===== src/logic/sbtc_pkg.sv =====
// Package of register offsets, field positions and constants for the wide counter
package sbtc_pkg;
  localparam int unsigned SBTC_ADDR_W = 3;
  localparam logic [2:0] SBTC_ADDR_COUNT_LOW = 3'h0;
  localparam logic [2:0] SBTC_ADDR_COUNT_HIGH = 3'h1;
  localparam logic [2:0] SBTC_ADDR_CONTROL = 3'h2;
  localparam logic [2:0] SBTC_ADDR_FLAGS_TWO = 3'h3;
  localparam logic [2:0] SBTC_ADDR_ENABLES_TWO = 3'h4;
  localparam logic [2:0] SBTC_ADDR_COMPANION_CTRL = 3'h5;
  localparam int unsigned SBTC_BIT_RUN = 0;
  localparam int unsigned SBTC_BIT_CLK_SRC = 1;
  localparam int unsigned SBTC_BIT_SYNC_BYPASS = 2;
  localparam int unsigned SBTC_BIT_TIMEBASE = 3;
  localparam int unsigned SBTC_BIT_PRESCALE_LO = 4;
  localparam int unsigned SBTC_BIT_WIDE_MODE = 7;
  localparam int unsigned SBTC_BIT_OVF = 1;
  localparam int unsigned SBTC_BIT_AUX_OSC = 3;
  localparam logic [7:0] SBTC_CONTROL_MASK = 8'hBF;
  localparam logic [7:0] SBTC_CONTROL_RESET = 8'h00;
  localparam logic [15:0] SBTC_COUNT_RESET = 16'h0000;
  localparam logic [15:0] SBTC_COUNT_MAX = 16'hFFFF;
  localparam logic [3:0] SBTC_CCP_SPECIAL_EVENT = 4'hB;
  localparam logic [1:0] SBTC_INST_PHASE_LAST = 2'h3;
  localparam int unsigned SBTC_PIN_COUNT = 2;
  localparam int unsigned SBTC_PIN_EXT = 0;
  localparam int unsigned SBTC_PIN_AUX = 1;
endpackage : sbtc_pkg


===== src/logic/sbtc_pin_sync.sv =====
// Two-flop synchronisers with rise and fall detection for the count pins
`timescale 1ns/10ps
`default_nettype none
module sbtc_pin_sync
  import sbtc_pkg::*;
(
  input wire logic i_clk_sys,
  input wire logic i_rst_n,
  input wire logic [SBTC_PIN_COUNT-1:0] i_pins,
  output logic [SBTC_PIN_COUNT-1:0] o_level,
  output logic [SBTC_PIN_COUNT-1:0] o_rise,
  output logic [SBTC_PIN_COUNT-1:0] o_fall
);
  typedef struct packed {
    logic [SBTC_PIN_COUNT-1:0] meta;
    logic [SBTC_PIN_COUNT-1:0] sync;
    logic [SBTC_PIN_COUNT-1:0] last;
  } sbtc_sync_s;

  sbtc_sync_s state_reg;
  sbtc_sync_s state_next;

  always_comb begin
    state_next = state_reg;
    state_next.meta = i_pins;
    state_next.sync = state_reg.meta;
    state_next.last = state_reg.sync;
  end

  always_ff @(posedge i_clk_sys or negedge i_rst_n) begin
    if (!i_rst_n) begin
      state_reg <= '0;
    end else begin
      state_reg <= state_next;
    end
  end

  genvar g;
  generate
    for (g = 0; g < SBTC_PIN_COUNT; g++) begin : g_pin
      assign o_level[g] = state_reg.sync[g];
      assign o_rise[g] = state_reg.sync[g] & ~state_reg.last[g];
      assign o_fall[g] = ~state_reg.sync[g] & state_reg.last[g];
    end
  endgenerate
endmodule : sbtc_pin_sync
`default_nettype wire


===== src/logic/sbtc_prescaler.sv =====
// Count-clock prescaler dividing by one, two, four or eight
`timescale 1ns/10ps
`default_nettype none
module sbtc_prescaler
  import sbtc_pkg::*;
(
  input wire logic i_clk_sys,
  input wire logic i_rst_n,
  input wire logic i_tick,
  input wire logic i_clear,
  input wire logic [1:0] i_select,
  output logic o_tick
);
  typedef struct packed {
    logic [2:0] div;
  } sbtc_pre_s;

  sbtc_pre_s state_reg;
  sbtc_pre_s state_next;
  logic [2:0] limit;

  always_comb begin
    case (i_select)
      2'h0: limit = 3'h0;
      2'h1: limit = 3'h1;
      2'h2: limit = 3'h3;
      default: limit = 3'h7;
    endcase
  end

  assign o_tick = i_tick && !i_clear && (state_reg.div == limit);

  always_comb begin
    state_next = state_reg;
    if (i_clear) begin
      state_next.div = 3'h0;
    end else if (i_tick) begin
      state_next.div = (state_reg.div == limit) ? 3'h0 : state_reg.div + 3'h1;
    end
  end

  always_ff @(posedge i_clk_sys or negedge i_rst_n) begin
    if (!i_rst_n) begin
      state_reg <= '0;
    end else begin
      state_reg <= state_next;
    end
  end
endmodule : sbtc_prescaler
`default_nettype wire


===== src/logic/sbtc_timer.sv =====
// Sixteen-bit timer/counter with prescaler, overflow flag and trigger reset
//
// Notes on behaviour
// Count is 16 bits, held as readable, writable high and low bytes.
// Source select 0 counts instruction clock, one per four system clocks.
// Source select 1 counts rising edges of count pin or aux oscillator.
// External mode counts only after a falling edge seen since selection.
// Prescale field bits 5:4 divide by 1, 2, 4 or 8.
// External mode: bypass 0 syncs to instruction clock, 1 counts directly.
// Internal source ignores the sync bypass bit.
// Run bit 0 set lets the counter count; clear stops it.
// Control bit 7 picks one 16-bit access or two byte accesses.
// Bit 3 routes this counter to capture/compare as time base.
// Count runs 0000h to FFFFh then wraps to 0000h.
// Wrap sets overflow flag, bit 1 of flag register, until cleared.
// Overflow interrupt only while enable bit 1 is set.
// Internal reset input clears count, driven by special event trigger.
// Aux oscillator is a source, enabled by companion control bit 3.
// Aux oscillator on forces its two pins to inputs reading 0.
// Compare mode 1011 with match resets the count to zero.
// Trigger reset never sets the overflow flag.
// Software count write wins over simultaneous trigger reset.
// Wide mode: low read latches high byte; low write loads buffered high.
// Count or control writes clear the prescaler divide counter.
`timescale 1ns/10ps
`default_nettype none
module sbtc_timer
  import sbtc_pkg::*;
(
  input wire logic i_clk_sys,
  input wire logic i_resetn,
  input wire logic [SBTC_ADDR_W-1:0] i_addr,
  input wire logic [7:0] i_wdata,
  input wire logic i_wr,
  input wire logic i_rd,
  output logic [7:0] o_rdata,
  input wire logic i_ext_count_input,
  input wire logic i_aux_osc_clk,
  input wire logic [3:0] i_capcomp_mode_field,
  input wire logic i_capcomp_match,
  output logic [15:0] o_count,
  output logic o_capture_timebase_select,
  output logic o_overflow_irq,
  output logic o_aux_pins_force_input,
  output logic o_aux_pins_read_zero
);
  typedef struct packed {
    logic [15:0] count;
    logic [7:0] high_buf;
    logic [7:0] control;
    logic overflow_flag;
    logic overflow_irq_enable;
    logic aux_osc_enable;
    logic armed;
    logic sync_pending;
    logic [1:0] phase;
    logic [7:0] rdata;
  } sbtc_state_s;

  sbtc_state_s state_reg;
  sbtc_state_s state_next;
  logic rst_meta_n;
  logic rst_n;
  logic [SBTC_PIN_COUNT-1:0] pin_rise;
  logic [SBTC_PIN_COUNT-1:0] pin_fall;
  logic inst_tick;
  logic ext_rise;
  logic ext_fall;
  logic ext_tick;
  logic raw_tick;
  logic pre_tick;
  logic pre_clear;
  logic trig_reset;
  logic wr_low;
  logic wr_high;
  logic wr_ctrl;
  logic wide;
  logic clk_src;

  // Reset release through two flops
  always_ff @(posedge i_clk_sys or negedge i_resetn) begin
    if (!i_resetn) begin
      rst_meta_n <= 1'b0;
      rst_n <= 1'b0;
    end else begin
      rst_meta_n <= 1'b1;
      rst_n <= rst_meta_n;
    end
  end

  sbtc_pin_sync u_pin_sync (
    .i_clk_sys(i_clk_sys),
    .i_rst_n(rst_n),
    .i_pins({i_aux_osc_clk, i_ext_count_input}),
    .o_level(),
    .o_rise(pin_rise),
    .o_fall(pin_fall)
  );

  assign wide = state_reg.control[SBTC_BIT_WIDE_MODE];
  assign clk_src = state_reg.control[SBTC_BIT_CLK_SRC];
  assign wr_low = i_wr && (i_addr == SBTC_ADDR_COUNT_LOW);
  assign wr_high = i_wr && (i_addr == SBTC_ADDR_COUNT_HIGH);
  assign wr_ctrl = i_wr && (i_addr == SBTC_ADDR_CONTROL);
  assign inst_tick = (state_reg.phase == SBTC_INST_PHASE_LAST);

  // Selected external source: aux oscillator when enabled, else count pin
  assign ext_rise = state_reg.aux_osc_enable ? pin_rise[SBTC_PIN_AUX] :
    pin_rise[SBTC_PIN_EXT];
  assign ext_fall = state_reg.aux_osc_enable ? pin_fall[SBTC_PIN_AUX] : pin_fall[SBTC_PIN_EXT];

  always_comb begin
    if (state_reg.control[SBTC_BIT_SYNC_BYPASS]) begin
      ext_tick = ext_rise && state_reg.armed;
    end else begin
      ext_tick = inst_tick &&
        (state_reg.sync_pending || (ext_rise && state_reg.armed));
    end
  end

  // Sync bypass plays no part while the internal source is selected
  assign raw_tick = state_reg.control[SBTC_BIT_RUN] &&
    (clk_src ? ext_tick : inst_tick);

  // A byte write to the high half in wide mode only fills the buffer
  assign pre_clear = wr_low || wr_ctrl || (wr_high && !wide);

  sbtc_prescaler u_prescaler (
    .i_clk_sys(i_clk_sys),
    .i_rst_n(rst_n),
    .i_tick(raw_tick),
    .i_clear(pre_clear),
    .i_select(state_reg.control[SBTC_BIT_PRESCALE_LO +: 2]),
    .o_tick(pre_tick)
  );

  assign trig_reset = i_capcomp_match &&
    (i_capcomp_mode_field == SBTC_CCP_SPECIAL_EVENT);

  always_comb begin
    state_next = state_reg;
    state_next.phase = state_reg.phase + 2'h1;
    // Pending synchronised edge waits for the next instruction boundary
    if (!clk_src || state_reg.control[SBTC_BIT_SYNC_BYPASS] || inst_tick) begin
      state_next.sync_pending = 1'b0;
    end else if (ext_rise && state_reg.armed) begin
      state_next.sync_pending = 1'b1;
    end
    if (ext_fall) begin
      state_next.armed = 1'b1;
    end
    // Counting and overflow
    if (pre_tick) begin
      state_next.count = state_reg.count + 16'h0001;
      // A trigger reset in the same cycle takes the count, so no wrap happens
      if (state_reg.count == SBTC_COUNT_MAX && !trig_reset) begin
        state_next.overflow_flag = 1'b1;
      end
    end
    if (trig_reset) begin
      state_next.count = SBTC_COUNT_RESET;
    end
    // Count writes win over counting and trigger reset; a wrap beats a flag clear write
    if (wr_low) begin
      state_next.count[7:0] = i_wdata;
      if (wide) begin
        state_next.count[15:8] = state_reg.high_buf;
      end else if (trig_reset) begin
        state_next.count[15:8] = state_reg.count[15:8];
      end
    end
    if (wr_high) begin
      if (wide) begin
        state_next.high_buf = i_wdata;
      end else begin
        state_next.count[15:8] = i_wdata;
        if (trig_reset) begin
          state_next.count[7:0] = state_reg.count[7:0];
        end
      end
    end
    if (wr_ctrl) begin
      state_next.control = i_wdata & SBTC_CONTROL_MASK;
      // A falling edge seen in the selecting cycle still arms the counter
      if (i_wdata[SBTC_BIT_CLK_SRC] && !clk_src && !ext_fall) begin
        state_next.armed = 1'b0;
      end
    end
    if (i_wr && (i_addr == SBTC_ADDR_FLAGS_TWO) && !i_wdata[SBTC_BIT_OVF]) begin
      // A wrap in the same cycle keeps the flag set
      if (!(pre_tick && state_reg.count == SBTC_COUNT_MAX && !trig_reset)) begin
        state_next.overflow_flag = 1'b0;
      end
    end
    if (i_wr && (i_addr == SBTC_ADDR_ENABLES_TWO)) begin
      state_next.overflow_irq_enable = i_wdata[SBTC_BIT_OVF];
    end
    if (i_wr && (i_addr == SBTC_ADDR_COMPANION_CTRL)) begin
      state_next.aux_osc_enable = i_wdata[SBTC_BIT_AUX_OSC];
    end
    // Read path, data valid the cycle after the strobe
    state_next.rdata = 8'h00;
    if (i_rd) begin
      case (i_addr)
        SBTC_ADDR_COUNT_LOW: begin
          state_next.rdata = state_reg.count[7:0];
          if (wide) begin
            state_next.high_buf = state_reg.count[15:8];
          end
        end
        SBTC_ADDR_COUNT_HIGH: begin
          state_next.rdata = wide ? state_reg.high_buf : state_reg.count[15:8];
        end
        SBTC_ADDR_CONTROL: begin
          state_next.rdata = state_reg.control;
        end
        SBTC_ADDR_FLAGS_TWO: begin
          state_next.rdata[SBTC_BIT_OVF] = state_reg.overflow_flag;
        end
        SBTC_ADDR_ENABLES_TWO: begin
          state_next.rdata[SBTC_BIT_OVF] = state_reg.overflow_irq_enable;
        end
        SBTC_ADDR_COMPANION_CTRL: begin
          state_next.rdata[SBTC_BIT_AUX_OSC] = state_reg.aux_osc_enable;
        end
        default: begin
          state_next.rdata = 8'h00;
        end
      endcase
    end
  end

  always_ff @(posedge i_clk_sys or negedge rst_n) begin
    if (!rst_n) begin
      state_reg <= '0;
    end else begin
      state_reg <= state_next;
    end
  end

  assign o_rdata = state_reg.rdata;
  assign o_count = state_reg.count;
  assign o_capture_timebase_select = state_reg.control[SBTC_BIT_TIMEBASE];
  assign o_overflow_irq = state_reg.overflow_flag && state_reg.overflow_irq_enable;
  assign o_aux_pins_force_input = state_reg.aux_osc_enable;
  assign o_aux_pins_read_zero = state_reg.aux_osc_enable;
endmodule : sbtc_timer
`default_nettype wire


===== config.mk =====
export PLATFORM = sky130hd
export DESIGN_NAME = sbtc_timer
export DESIGN_NICKNAME = d
export VERILOG_FILES = /design/src/logic/sbtc_pkg.sv /design/src/logic/sbtc_pin_sync.sv /design/src/logic/sbtc_prescaler.sv /design/src/logic/sbtc_timer.sv
export SDC_FILE = /design/constraint.sdc
export NUM_CORES = 1
export LEC_CHECK = 0
export BUFFER_PORTS_ARGS = -buffer_cell sky130_fd_sc_hd__buf_4
export CAP_MARGIN = 25
export CORE_MARGIN = 5
export CORE_UTILIZATION = 25
export CTS_BUF_LIST = sky130_fd_sc_hd__clkbuf_4 sky130_fd_sc_hd__clkbuf_8 sky130_fd_sc_hd__clkbuf_16
export DETAILED_ROUTE_END_ITERATION = 8
export PLACE_DENSITY = 0.41
export SYNTH_ARGS = -nofsm -noshare
export SYNTH_HDL_FRONTEND = slang
export SYNTH_SLANG_ARGS = --single-unit
export TNS_END_PERCENT = 1

===== constraint.sdc =====
create_clock -name i_clk_sys -period 2.3 [get_ports i_clk_sys]
set_clock_uncertainty 0.1 [all_clocks]
set_input_delay 0.23 -clock i_clk_sys [delete_from_list [all_inputs] [get_ports i_clk_sys]]
set_output_delay 0.23 -clock i_clk_sys [all_outputs]
set_load 0.005 [all_outputs]

==> results.py <==
metrics = {
    "layout": {
        "final_cells": 607,
        "antenna_cells": 0,
        "multi_input_area_um2": 1780,
        "final_nets": 447,
        "final_area_um2": 4470,
        "area_growth_syn_to_layout_pct": 27.9,
        "seq_area_um2": 1430,
        "largest_reg_flops": 19,
        "layout-drive-gt1-share": 0.335,
        "fill_cells": 1439,
    },
    "yosys": {
        "ys_async_sr_fraction": 1.00,
        "synth.top_cell.area_share": 0.408,
        "synth-simple-area-share": 0.242,
        "synth_top_cell_by_area": "dfrtp_1",
        "synth_compound_area_frac": 0.149,
        "synth_cells": 361,
        "synthXorXnorAreaFrac": 0.0150,
        "syn_area_um2": 3500,
        "synth-edff-count": 0,
        "synth_fa_ha_area_frac": 0.0107,
        "synth_most_common_cell": "dfrtp_1",
        "ys_seq_elements": 57,
        "yosysWarnings": 0,
        "ys_top_cells_by_area": "dfrtp_1 41%, mux2_2 5.8%, buf_4 5.4%, nor2_1 4.2%, nand2_1 3.5%",
        "avgSynthCellArea_um2": 9.69,
        "synth_top_family_by_area": "simple AND/OR/NAND/NOR gates",
        "synth_ff_type": "dfrtp_1",
        "synth.area.mux_share": 0.0894,
        "synth_common_cells": "57 x dfrtp_1, 39 x nor2_1, 33 x nand2_1",
        "synth.net_count": 386,
        "ys_seq_area_frac": 0.408,
        "synth_cell_types": 66,
    },
    "clock_network": {
        "cts_setup_buffers": 0,
        "cts_made_buffers": 9,
        "cts_root_buf": "clkbuf_16",
        "clock_sinks": 57,
        "clockBufferDepth": 2,
        "clk_pin_slew_ns": 0.06,
        "cts_tree": "yes",
        "ctsHtreeMaxLevel": 3,
        "worstSkewPairLatency_ns": 0.35,
    },
    "detailed_routing": {
        "drc": 0,
        "wl_um": 11200,
        "routed-via-count": 2953,
        "drt_iter0_markers": 183,
        "drt_first_pass_iters": 4,
        "ant_nets": 0,
        "via_per_inst": 4.86,
        "wl_per_cell_um": 18.5,
    },
    "flow_run": {
        "cap_violations": 0,
    },
    "run_status": {
        "run_status": "completed",
    },
    "placed_design": {
        "dp.cells": 588,
        "gp_congestion": 0.896,
        "placed_cell_area_um2": 4120,
        "pre_cts_slack_ns": 0.0715,
        "port_buffers": 49,
        "dp_hpwl_um": 8560,
    },
    "timing": {
        "slew_headroom": 0.580,
        "setup_viol_count_final": 0,
        "worst_pin_slew_ns": 0.628,
        "drv_slew": 0,
        "hold_viol": 0,
        "min_period_over_period": 0.948,
        "setup_tns_ns": 0,
        "rsz0062_at_grt": "false",
        "worst_slack_ns": 0.119,
        "fmax_mhz": 458,
        "min_period_ns": 2.18,
    },
    "power_and_ir_drop": {
        "power.density_nw_per_um2": 943,
        "ir_drop_v": 0.000367,
        "finalPower_mw": 4.22,
        "p_leak_nw": 1.94,
    },
    "grt": {
        "grt_start_max_net_pins": 33,
        "antenna_found_initial": 0,
        "grt_remaining_overflow": 0,
        "grt_pass1_vias": 3114,
        "grt_pass1_wl_um": 17800,
        "grt_util_all_layers": 0.144,
    },
    "floorplanning": {
        "core_um2": 13800,
        "die_h_um": 128,
        "die_x_um": 128,
        "num_rows": 43,
        "initial_utilization": 0.253,
        "die_area_um2": 16500,
        "ios": 50,
    },
    "critical_path": {
        "cp.arrival_ns": 2.31,
        "startpoint_type": "register",
        "ff2ff_setup_slack_ns": 0.12,
        "crit_type": "reg2reg",
        "end_kind": "register",
        "required_ns": 2.43,
        "crit_path_max_fanout": 5,
    },
    "hold_path": {
        "hold_class": "in2reg",
    },
}
-- path summary, 6_finish.rpt --
path / startpoint / endpoint / depth (start not counted)
max: o_aux_pins_force_input / o_count[11] / 6
min: i_rd / o_rdata[1] / 2
max reg2reg: o_aux_pins_force_input / o_count[11] / 6
min reg2reg: rst_n / state_reg[8] / 0
max in group asynchronous: rst_n / o_count[1] / 1
min in group asynchronous: i_resetn / rst_meta_n / 2
-- power by group --
| group | switching [mW] | internal (mW) | total (mW) |
|---|---|---|---|
| Clock | 0.501 | 0.953 | 1.45 |
| Sequential | 0.247 | 1.21 | 1.46 |
| Combinational | 0.661 | 0.643 | 1.30 |
-- per-stage QoR --
stage                     hold slack (ns)   util
after detailed placement          -0.0839  0.298
after global routing               0.0236  0.324
after global placement            -0.0844  0.298
final                              0.0245  0.324
after floorplan                    -0.166      -
after CTS                          0.0160  0.323
-- worst max-delay path, stage by stage (launching register included) --
cell and delay, ns:
dfrtp_1 0.42, nand4bb_1 0.23, o2111ai_2 0.14, nand4b_4 0.18, nor4b_1 0.36, mux2_2 0.38
a221o_1 0.26
-- cell families (layout without fill, tap and decap cells) --
kind of cell / count (synthesis) / after routing
buf+inv: 46 / 112
simple gates: 146 / 146
fa+ha+maj: 3 / 3
flops: 57 / 57
compound gates: 73 / 73
mux: 29 / 29
other cells: 1 / 1
xor+xnor: 6 / 6
-- cells in the final DEF, fill, tap and decap left out, drive strengths merged, types with 3 or more instances in the layout --
cell type	n
o221ai	4
o21a	3
nand3	12
dfrtp	57
or3	4
mux2	18
clkinv	3
nor3	8
and2	3
mux2i	11
a21oi	17
a221o	3
nand2	34
nand2b	7
dlygate4sd3	3
clkbuf	10
and3	7
xnor2	5
inv	5
nor2b	4
o21ai	8
a22oi	12
nor4	10
ha	3
o31ai	7
nor2	40
buf	88
o211ai	4
nand4	4
-- final cells by class --
type                       count  share of cell area
clock inverter                 6              0.0185
clock buffer                  10              0.0520
sequential                    57               0.319
inverter                       5             0.00419
timing repair buffer          91               0.157
multi-input combinational    258               0.398
tap                          180              0.0503
-- routing by layer --
metal | track usage | share of wire | vias up
met5 | 0 | 0 | -
met4 | 0.0424 | 0.016 | 0
met3 | 0.0458 | 0.057 | 12
li1 | - | - | 1416
met2 | 0.217 | 0.45 | 67
met1 | 0.198 | 0.47 | 1458
-- timing repair --
action | in CTS | in global routing
endpoints found under the setup margin | 0 | 4
hold buffers | 3 | 0
hold endpoints to repair | 4 | 0
gates resized for setup | 0 | 3
(Power assumes the default switching activity.)
